--- src/mcss_pkg.sv ---
// shared constants for the clock source and prescaler block
package mcss_pkg;
  // register byte offsets on the wishbone bus
  localparam logic [4:0] OSC_CTRL_OFS = 5'h00;
  localparam logic [4:0] SRC_SEL_OFS = 5'h04;
  localparam logic [4:0] CLK_CTRL_OFS = 5'h08;
  localparam logic [4:0] PRESC_OFS = 5'h0c;
  localparam logic [4:0] TRIM_OFS = 5'h10;
  localparam logic [4:0] IRQ_STAT_OFS = 5'h14;
  localparam logic [4:0] IRQ_MASK_OFS = 5'h18;
  localparam logic [4:0] CFG_OFS = 5'h1c;
  // oscillator control fields
  localparam int XTAL_EN_BIT = 0;
  localparam int PRC_EN_BIT = 1;
  localparam int LPRC_EN_BIT = 2;
  localparam int LOCK_EN_BIT = 3;
  localparam int READY_BIT = 4;
  // interrupt status fields
  localparam int EV_READY_BIT = 0;
  localparam int EV_SWITCH_BIT = 1;
  // configuration byte fields
  localparam int CFG_X2_BIT = 7;
  localparam int CFG_OSC_HI = 6;
  localparam int CFG_OSC_LO = 5;
  localparam int CFG_PRESC_BIT = 3;
  // source selector codes and config byte oscillator codes
  localparam logic [1:0] SRC_XTAL = 2'h0;
  localparam logic [1:0] SRC_PRC = 2'h1;
  localparam logic [1:0] SRC_LPRC = 2'h2;
  localparam logic [1:0] CFG_OSC_XTAL = 2'h3;
  localparam logic [1:0] CFG_OSC_PRC = 2'h2;
  localparam logic [1:0] CFG_OSC_LPRC = 2'h1;
  // reset values and trim clamp limits
  localparam logic [3:0] PRESC_RST = 4'h8;
  localparam logic [3:0] PRESC_FAST = 4'hf;
  localparam logic [7:0] TRIM_RST = 8'h7f;
  localparam logic [7:0] TRIM_MIN = 8'h6c;
  localparam logic [7:0] TRIM_MAX = 8'h92;
  // counts
  localparam logic [3:0] PRESC_TOP = 4'hf;
  localparam logic [6:0] LOCK_PERIODS = 7'h40;
  localparam logic [2:0] MC_LAST = 3'h5;
  localparam int NUM_OSC = 3;
  typedef enum logic [1:0] {
    SW_RUN = 2'b00,
    SW_HOLD = 2'b01,
    SW_SYNC = 2'b10
  } mcss_sw_t;
endpackage

--- src/mcss_top.sv ---
// clock source selection, prescaler and double-speed control with wishbone registers
//////////////////////////////////////////////////////////////////////////////
// Overview of operation
// in double-speed mode a machine cycle lasts six input clock periods, not twelve
// selected source is divided by a programmable factor two to thirty-two
// crystal oscillator is the reset source unless the config byte picks another
// two config byte bits may choose any oscillator as the reset source
// each oscillator has its own enable; crystal enable also gates external input
// precise rc runs standard when lock off, locked when enable and lock set
// hardware sets precise rc ready once the locked loop has settled
// trim register adjusts locked rc below one percent per step, fifteen percent max
// two-bit selector field picks the main clock source
// software enables or bypasses the divide-by-two stage before the core
// software halves or doubles core frequency while running and while idle
// double-speed change takes effect only on a rising edge of halved clock
// output frequency is oscillator frequency divided by 32 minus twice M
// hardware reset loads prescaler with 8h and clears double speed; the code then reloads both from config byte bits 3 and 7
// setting double speed bypasses the prescaler entirely
// source switching takes over at a safe boundary without runt pulses
// software enables the target and waits for ready before selecting it
//////////////////////////////////////////////////////////////////////////////
//
// Added by the designer: register access over Wishbone and the address map.
module mcss_top
  import mcss_pkg::*;
(
  input wire logic CORE_CLK,
  input wire logic RST_B,
  input wire logic WB_CYC_I,
  input wire logic WB_STB_I,
  input wire logic WB_WE_I,
  input wire logic [4:0] WB_ADR_I,
  input wire logic [3:0] WB_SEL_I,
  input wire logic [31:0] WB_DAT_I,
  output logic [31:0] WB_DAT_O,
  output logic WB_ACK_O,
  input wire logic [7:0] HW_CONFIG_BYTE,
  input wire logic CRYSTAL_IN,
  input wire logic PRECISE_RC_IN,
  input wire logic LOWPOWER_RC_IN,
  input wire logic IDLE,
  output logic CRYSTAL_OSC_ENABLE,
  output logic PRECISE_RC_ENABLE,
  output logic LOWPOWER_RC_ENABLE,
  output logic RC_LOCK_ENABLE,
  output logic [7:0] RC_FREQ_TRIM,
  output logic CORE_CLK_OUT,
  output logic PERIPH_CLK_OUT,
  output logic MACHINE_CYCLE_STB,
  output logic IRQ
);

  //////////////////////////////////////////////////////////////////////////////
  // register file state
  logic cfg_done_r, cfg_done_nxt;
  logic [7:0] cfg_r, cfg_nxt;
  logic [3:0] osc_en_r, osc_en_nxt;
  logic [1:0] sel_r, sel_nxt;
  logic x2_r, x2_nxt;
  logic [3:0] presc_r, presc_nxt;
  logic [7:0] trim_r, trim_nxt;
  logic [1:0] stat_r, stat_nxt;
  logic [1:0] mask_r, mask_nxt;
  logic ack_r, ack_nxt;
  logic [31:0] dat_r, dat_nxt;
  logic irq_r, irq_nxt;
  // clock engine state
  logic [NUM_OSC-1:0] prev_r, prev_nxt;
  logic [1:0] act_r, act_nxt;
  mcss_sw_t sw_r, sw_nxt;
  logic half_r, half_nxt;
  logic x2_eff_r, x2_eff_nxt;
  logic [3:0] cnt_r, cnt_nxt;
  logic div_r, div_nxt;
  logic core_r, core_nxt;
  logic per_r, per_nxt;
  logic [2:0] mc_r, mc_nxt;
  logic mc_stb_r, mc_stb_nxt;
  logic [6:0] lock_cnt_r, lock_cnt_nxt;
  logic ready_r, ready_nxt;

  logic [NUM_OSC-1:0] lvl, rise;
  logic osc_lvl, osc_rise, clk_int, ev_ready, ev_switch;
  logic bus_req, wr_en;
  logic [1:0] cfg_osc;

  //////////////////////////////////////////////////////////////////////////////
  // oscillator gating and edge detection

  assign lvl[0] = CRYSTAL_IN & osc_en_r[XTAL_EN_BIT];
  assign lvl[1] = PRECISE_RC_IN & osc_en_r[PRC_EN_BIT];
  assign lvl[2] = LOWPOWER_RC_IN & osc_en_r[LPRC_EN_BIT];

  genvar gi;
  generate
    for (gi = 0; gi < NUM_OSC; gi++) begin : g_osc
      assign rise[gi] = lvl[gi] & ~prev_r[gi];
    end
  endgenerate


  assign osc_lvl = (act_r < 2'(NUM_OSC)) ? lvl[act_r] : lvl[0];
  assign osc_rise = (act_r < 2'(NUM_OSC)) ? rise[act_r] : rise[0];
  // see R10
  assign clk_int = x2_eff_r ? osc_lvl : div_r;
  assign cfg_osc = HW_CONFIG_BYTE[CFG_OSC_HI:CFG_OSC_LO];

  //////////////////////////////////////////////////////////////////////////////
  // clock engine
  always_comb begin
    prev_nxt = lvl;
    act_nxt = act_r;
    sw_nxt = sw_r;
    half_nxt = half_r;
    x2_eff_nxt = x2_eff_r;
    cnt_nxt = cnt_r;
    div_nxt = div_r;
    mc_nxt = mc_r;
    mc_stb_nxt = 1'b0;
    lock_cnt_nxt = lock_cnt_r;
    ready_nxt = ready_r;
    ev_switch = 1'b0;
    if (osc_rise) begin
      half_nxt = ~half_r;
      // see R2
      if (cnt_r >= PRESC_TOP - presc_r) begin
        cnt_nxt = 4'h0;
        div_nxt = ~div_r;
      end else begin
        cnt_nxt = cnt_r + 4'h1;
      end
      // halved clock rises here; osc is high so both paths meet high
      if (!half_r && x2_r != x2_eff_r) begin
        x2_eff_nxt = x2_r; // see R12
        div_nxt = 1'b1;
        cnt_nxt = 4'h0;
      end
    end

    case (sw_r)
      SW_RUN: begin
        if (sel_r != act_r) begin
          sw_nxt = SW_HOLD;
        end
      end
      SW_HOLD: begin
        if (!clk_int) begin
          act_nxt = sel_r;
          cnt_nxt = 4'h0;
          div_nxt = 1'b0;
          half_nxt = 1'b0;
          sw_nxt = SW_SYNC;
        end
      end
      SW_SYNC: begin
        // output stays low until the new source gives a full high phase
        if (osc_rise) begin
          sw_nxt = SW_RUN;
          ev_switch = 1'b1;
        end
      end
      default: begin
        sw_nxt = SW_RUN;
      end
    endcase
    core_nxt = (sw_r == SW_SYNC) ? 1'b0 : clk_int;
    per_nxt = core_nxt;
    if (IDLE) begin
      core_nxt = 1'b0; // peripherals keep running in idle
    end
    // machine cycle counted in core clock rises
    if (core_nxt && !core_r) begin
      if (mc_r == MC_LAST) begin
        mc_nxt = 3'h0;
        mc_stb_nxt = 1'b1;
      end else begin
        mc_nxt = mc_r + 3'h1;
      end
    end
    // see R6
    if (osc_en_r[PRC_EN_BIT] && osc_en_r[LOCK_EN_BIT]) begin
      if (rise[1] && lock_cnt_r != LOCK_PERIODS) begin
        lock_cnt_nxt = lock_cnt_r + 7'h1;
      end
      if (lock_cnt_r == LOCK_PERIODS) begin
        ready_nxt = 1'b1;
      end
    end else begin
      lock_cnt_nxt = 7'h0;
      ready_nxt = 1'b0;
    end
  end

  assign ev_ready = ready_nxt & ~ready_r;

  always_ff @(posedge CORE_CLK or negedge RST_B) begin
    if (!RST_B) begin
      prev_r <= '0;
      act_r <= SRC_XTAL;
      sw_r <= SW_RUN;
      half_r <= 1'b0;
      x2_eff_r <= 1'b0;
      cnt_r <= 4'h0;
      div_r <= 1'b0;
      core_r <= 1'b0;
      per_r <= 1'b0;
      mc_r <= 3'h0;
      mc_stb_r <= 1'b0;
      lock_cnt_r <= 7'h0;
      ready_r <= 1'b0;
    end else begin
      prev_r <= prev_nxt;
      act_r <= act_nxt;
      sw_r <= sw_nxt;
      half_r <= half_nxt;
      x2_eff_r <= x2_eff_nxt;
      cnt_r <= cnt_nxt;
      div_r <= div_nxt;
      core_r <= core_nxt;
      per_r <= per_nxt;
      mc_r <= mc_nxt;
      mc_stb_r <= mc_stb_nxt;
      lock_cnt_r <= lock_cnt_nxt;
      ready_r <= ready_nxt;
    end
  end

  //////////////////////////////////////////////////////////////////////////////
  // wishbone slave and registers
  assign bus_req = WB_CYC_I & WB_STB_I & ~ack_r;
  assign wr_en = bus_req & WB_WE_I & WB_SEL_I[0];

  always_comb begin
    cfg_done_nxt = 1'b1;
    cfg_nxt = cfg_r;
    osc_en_nxt = osc_en_r;
    sel_nxt = sel_r;
    x2_nxt = x2_r;
    presc_nxt = presc_r;
    trim_nxt = trim_r;
    mask_nxt = mask_r;
    stat_nxt = stat_r;
    ack_nxt = bus_req;
    dat_nxt = 32'h0;
    // config byte caught once, on the first edge after reset release
    if (!cfg_done_r) begin
      cfg_nxt = HW_CONFIG_BYTE;
      // see R3
      case (cfg_osc)
        CFG_OSC_PRC: begin
          sel_nxt = SRC_PRC;
          osc_en_nxt[PRC_EN_BIT] = 1'b1;
        end
        CFG_OSC_LPRC: begin
          sel_nxt = SRC_LPRC;
          osc_en_nxt[LPRC_EN_BIT] = 1'b1;
        end
        default: begin
          sel_nxt = SRC_XTAL;
        end
      endcase
      // a cleared x2 field forces double speed from the start
      x2_nxt = ~HW_CONFIG_BYTE[CFG_X2_BIT];
      presc_nxt = HW_CONFIG_BYTE[CFG_PRESC_BIT] ? PRESC_RST : PRESC_FAST;
    end else if (wr_en) begin
      case (WB_ADR_I)
        OSC_CTRL_OFS: osc_en_nxt = WB_DAT_I[3:0]; // see R5
        SRC_SEL_OFS: sel_nxt = WB_DAT_I[1:0];
        CLK_CTRL_OFS: x2_nxt = WB_DAT_I[0];
        PRESC_OFS: presc_nxt = WB_DAT_I[3:0];
        TRIM_OFS: begin
          // clamp keeps the locked rc within fifteen percent
          if (WB_DAT_I[7:0] < TRIM_MIN) begin
            trim_nxt = TRIM_MIN;
          end else if (WB_DAT_I[7:0] > TRIM_MAX) begin
            trim_nxt = TRIM_MAX;
          end else begin
            trim_nxt = WB_DAT_I[7:0];
          end
        end
        IRQ_STAT_OFS: stat_nxt = stat_r & ~WB_DAT_I[1:0];
        IRQ_MASK_OFS: mask_nxt = WB_DAT_I[1:0];
        default: begin
        end
      endcase
    end
    // set wins over a same-cycle clear
    if (ev_ready) begin
      stat_nxt[EV_READY_BIT] = 1'b1;
    end
    if (ev_switch) begin
      stat_nxt[EV_SWITCH_BIT] = 1'b1;
    end
    if (bus_req && !WB_WE_I) begin
      case (WB_ADR_I)
        OSC_CTRL_OFS: dat_nxt = {27'h0, ready_r, osc_en_r};
        SRC_SEL_OFS: dat_nxt = {30'h0, sel_r};
        CLK_CTRL_OFS: dat_nxt = {31'h0, x2_r};
        PRESC_OFS: dat_nxt = {28'h0, presc_r};
        TRIM_OFS: dat_nxt = {24'h0, trim_r};
        IRQ_STAT_OFS: dat_nxt = {30'h0, stat_r};
        IRQ_MASK_OFS: dat_nxt = {30'h0, mask_r};
        CFG_OFS: dat_nxt = {24'h0, cfg_r};
        default: dat_nxt = 32'h0;
      endcase
    end
    irq_nxt = |(stat_nxt & mask_nxt);
  end

  always_ff @(posedge CORE_CLK or negedge RST_B) begin
    if (!RST_B) begin
      cfg_done_r <= 1'b0;
      cfg_r <= 8'h0;
      osc_en_r <= 4'h1;
      sel_r <= SRC_XTAL;
      x2_r <= 1'b0;
      presc_r <= PRESC_RST;
      trim_r <= TRIM_RST;
      stat_r <= 2'h0;
      mask_r <= 2'h0;
      ack_r <= 1'b0;
      dat_r <= 32'h0;
      irq_r <= 1'b0;
    end else begin
      cfg_done_r <= cfg_done_nxt;
      cfg_r <= cfg_nxt;
      osc_en_r <= osc_en_nxt;
      sel_r <= sel_nxt;
      x2_r <= x2_nxt;
      presc_r <= presc_nxt;
      trim_r <= trim_nxt;
      stat_r <= stat_nxt;
      mask_r <= mask_nxt;
      ack_r <= ack_nxt;
      dat_r <= dat_nxt;
      irq_r <= irq_nxt;
    end
  end

  //////////////////////////////////////////////////////////////////////////////
  // outputs, all straight from flip-flops
  assign WB_ACK_O = ack_r;
  assign WB_DAT_O = dat_r;
  assign IRQ = irq_r;
  assign CRYSTAL_OSC_ENABLE = osc_en_r[XTAL_EN_BIT];
  assign PRECISE_RC_ENABLE = osc_en_r[PRC_EN_BIT];
  assign LOWPOWER_RC_ENABLE = osc_en_r[LPRC_EN_BIT];
  assign RC_LOCK_ENABLE = osc_en_r[LOCK_EN_BIT];
  assign RC_FREQ_TRIM = trim_r;
  assign CORE_CLK_OUT = core_r;
  assign PERIPH_CLK_OUT = per_r;
  assign MACHINE_CYCLE_STB = mc_stb_r;

endmodule

--- config.mk ---
export PLATFORM = sky130hd
export DESIGN_NAME = mcss_top
export DESIGN_NICKNAME = d
export VERILOG_FILES = /design/src/mcss_pkg.sv /design/src/mcss_top.sv
export SDC_FILE = /design/constraint.sdc
export NUM_CORES = 1
export LEC_CHECK = 0
export BUFFER_PORTS_ARGS = -buffer_cell sky130_fd_sc_hd__buf_2
export CORE_MARGIN = 10
export CORE_UTILIZATION = 47
export DETAILED_ROUTE_END_ITERATION = 7
export GPL_ROUTABILITY_DRIVEN = 0
export HOLD_SLACK_MARGIN = 0.1
export PLACE_DENSITY_LB_ADDON = 0.15
export SYNTH_ARGS = -nofsm -noshare
export SYNTH_HDL_FRONTEND = slang
export SYNTH_SLANG_ARGS = --single-unit
--- constraint.sdc ---
create_clock -name CORE_CLK -period 4.1 [get_ports CORE_CLK]
set_input_delay 0.82 -clock CORE_CLK [delete_from_list [all_inputs] [get_ports CORE_CLK]]
set_output_delay 0.82 -clock CORE_CLK [all_outputs]
set_load 0.03 [all_outputs]
==> impl_metrics.ini <==
[final_layout]
layout-drive-gt1-share_pct = 25.81
post-route-util_pct = 55.26
fillers = 690
area_growth_pct = 12.51
diodes = 0
nNetsFinal = 463

[clock_network]
htree_levels = 3
cts_tree = yes
path_clk_slew_ns = 0.08
cts_setup_buffers = 0
holdBufCountCts = 0
cts_made_buffers = 9
clkLatencyLatePin_ns = 0.35
clock-root-buffer = clkbuf_8
clock-sinks = 70
clock_path_buffers = 2
cts_resized = 0

[timing]
hold_violations = 0
maxSlewViolCount = 0
rsz0062_at_grt = false
fin_crit_sh_pct = 54.72
worst_pin_slew_ns = 0.5929
fin_tns_setup_ns = 0
max-slew-margin-rel_pct = 60.21
finalCriticalPeriod_ns = 2.244
fmax_mhz = 445.7
skew_ns = 0.01375
setup_viol_count_final = 0

[pwr]
p_int_uw = 1288
p_leak_uw = 0.001886
peakVddDrop_v = 0.0002093
p_clk_share_pct = 28.0
p_comb_share_pct = 26.5
p_seq_share_pct = 45.4
swShare_pct = 34.03
power_switching_uw = 664.6
power.density_nw_per_um2 = 479.5

[drt]
num_vias = 2636
drc = 0
wirelength_mm = 8.295
dr.pass1.iters = 4
wl_per_cell_um = 16.52
avgViaCountPerCell = 5.251
first_iter_violations = 115
ant_nets = 0

[synth]
yosys_warnings = 0
syn-cell-area_um2 = 3620
synth_async_sr_flop_share_pct = 100.0
synth-edff-count = 0
synthCells = 343
synth_ff_type = dfrtp_1
synth.avg_cell_area_um2 = 10.55
synth-seq-cells = 70
synthDistinctLibCells = 60
synth_seq_area_share_pct = 48.70

[placed_design]
port_buffers = 55
dp_hpwl_mm = 6.347

[status]
status = finished, final reports clean

[worst_setup_path]
crit_arrival_ns = 2.48
worstReg2RegStart = cnt_r[0]
critPathMaxStageDelay_ns = 0.52
timing.critical_path.buf_inv = 1
cp_slowest_cell = or3b_1
crit_path_end = IRQ
critPathLaunchType = input pin
endpoint_kind = register
r2r-end = cnt_r[2]
cp_max_fo = 12
critical_path_depth = 5
ff2ff_path_depth = 7
cp.required_ns = 4.34
crit_path_start = WB_ADR_I[4]
critPathTopFamily = simple AND/OR/NAND/NOR gates
crit_chain = buf_2 -> or3b_1 -> nor4_2 -> mux2_2 -> a22o_1
worst-setup-path-type = input pin to register
r2r_slack_ns = 2.13

[die]
initial_utilization_pct = 49.12
dieArea_um2 = 11610
pin_count = 107
die_x_um = 107.8
coreArea_um2 = 7370
chipHeight_um = 107.8
rows = 31

[global_routing]
antenna_found_initial = 0
first_global_vias = 2845
grt_pass1_wl_mm = 14.06
grt_max_degree = 30
grt_overflow = 0
track_usage_pct = 15.14

[run]
cap_violations = 0

[worst_hold_path]
hold_class = input pin to async pin
[state kept, by name, summed over array words and instances (netlist names), 2 cells and up]
signal        cells
RC_FREQ_TRIM      8
WB_DAT_O          8
cfg_r             8
lock_cnt_r        7
cnt_r             4
osc_en_r          4
presc_r           4
mc_r              3
prev_r            3
act_r             2
mask_r            2
sel_r             2
stat_r            2
sw_r              2
[placed cells by master (no fill, tap or decap), drive strengths merged, types with 5 or more instances in the layout]
cell / count
dfrtp: 61
buf: 58
nor2: 39
conb: 25
nand2: 20
mux2: 19
a21oi: 17
nand2b: 14
nand3: 10
clkbuf: 10
dfstp: 9
inv: 8
mux2i: 8
o21ai: 8
xor2: 7
ha: 7
nor3: 7
nor2b: 6
nor3b: 5
clkinv: 5
[kinds of logic (layout without fill, tap and decap cells)]
group	after synthesis	in the layout	share of synthesized area (%)
mux	28	28	8.745
other cells	2	25	0.2075
compound gates	56	56	10.68
xor+xnor	11	11	2.662
fa+ha+maj	7	7	2.420
buf+inv	45	82	7.605
simple gates	124	124	18.98
flops	70	70	48.70
[how the worst min path moves through the flow]
stage,start,to,depth (start not counted)
4_1_cts,RST_B,prev_r[2],1
3_3_place_gp,sw_r[1],sw_r[0],1
3_5_place_dp,sw_r[1],sw_r[0],1
5_1_grt,RST_B,MACHINE_CYCLE_STB,1
2_1_floorplan,sw_r[1],sw_r[0],1
6_report,RST_B,MACHINE_CYCLE_STB,1
[synth_stat cells (all sizes together) (3+ instances only)]
cell type / number / area share, %
ha: 7 / 2.4
nand2b: 14 / 2.4
and3: 3 / 0.52
a211oi: 3 / 0.62
nand3b: 3 / 0.62
a22oi: 4 / 0.83
dfrtp: 61 / 42
mux2: 19 / 5.9
a31oi: 3 / 0.52
mux2i: 8 / 2.2
o31ai: 4 / 0.83
dfstp: 9 / 6.5
xor2: 7 / 1.7
buf: 35 / 6.6
inv: 8 / 0.83
nor2: 39 / 4.0
nor4: 3 / 1.1
nand3: 10 / 1.4
nor3: 7 / 1.3
nor3b: 5 / 1.2
a21oi: 17 / 2.5
xnor2: 4 / 0.97
nand2: 20 / 2.1
a22o: 4 / 0.97
o21ai: 8 / 1.1
nor2b: 6 / 1.0
[worst register-to-register path, cell delays in order, from the launching register on]
cell and delay (ns):
dfrtp_1 0.39, inv_1 0.08, ha_1 0.26, nand2b_1 0.13, a2111o_1 0.43, a21oi_2 0.29, nand4b_1 0.13, a31oi_1 0.17
[power groups by stage]
stage                     clock network (uW)  registers, uW  logic [uW]
after CTS                                563            886         524
after global routing                     593            903         583
after floorplan                            0            884         429
final                                    547            887         518
after detailed placement                   0            898         524
after global placement                     0            892         509
[routing by layer]
layer | vias up | track usage [%] | wire length, um
li1 | 1275 | - | -
met3 | 4 | 5.988 | 538
met5 | - | 0 | 0
met1 | 1290 | 18.42 | 3711
met2 | 67 | 24.37 | 3997
met4 | 0 | 4.008 | 46
[per-stage QoR]
step                      area [um2]  setup WS, ns  hold slack (ns)  cells  power, uW
after detailed placement        3882         1.491           0.4324    486       1422
final                           4073         1.856           0.3575    502       1953
after floorplan                 3706         1.891           0.4111    366       1313
after global routing            4073         1.770           0.3573    502       2079
after global placement          3882         1.504           0.4299    486       1402
after CTS                       4073         1.850           0.3531    502       1973
[cell type report]
cell class              instances  area [um2]  area share (%)
well taps                      99       123.9           3.041
clock buffers                  10       127.6           3.134
flip-flops and latches         70        1763           43.29
multi-input cells             251        1668           40.95
clock inverters                 6       62.56           1.536
repair buffers                 58       297.8           7.312
inverters                       8       30.03          0.7373
Note: power is estimated with default switching activity, not from simulation.
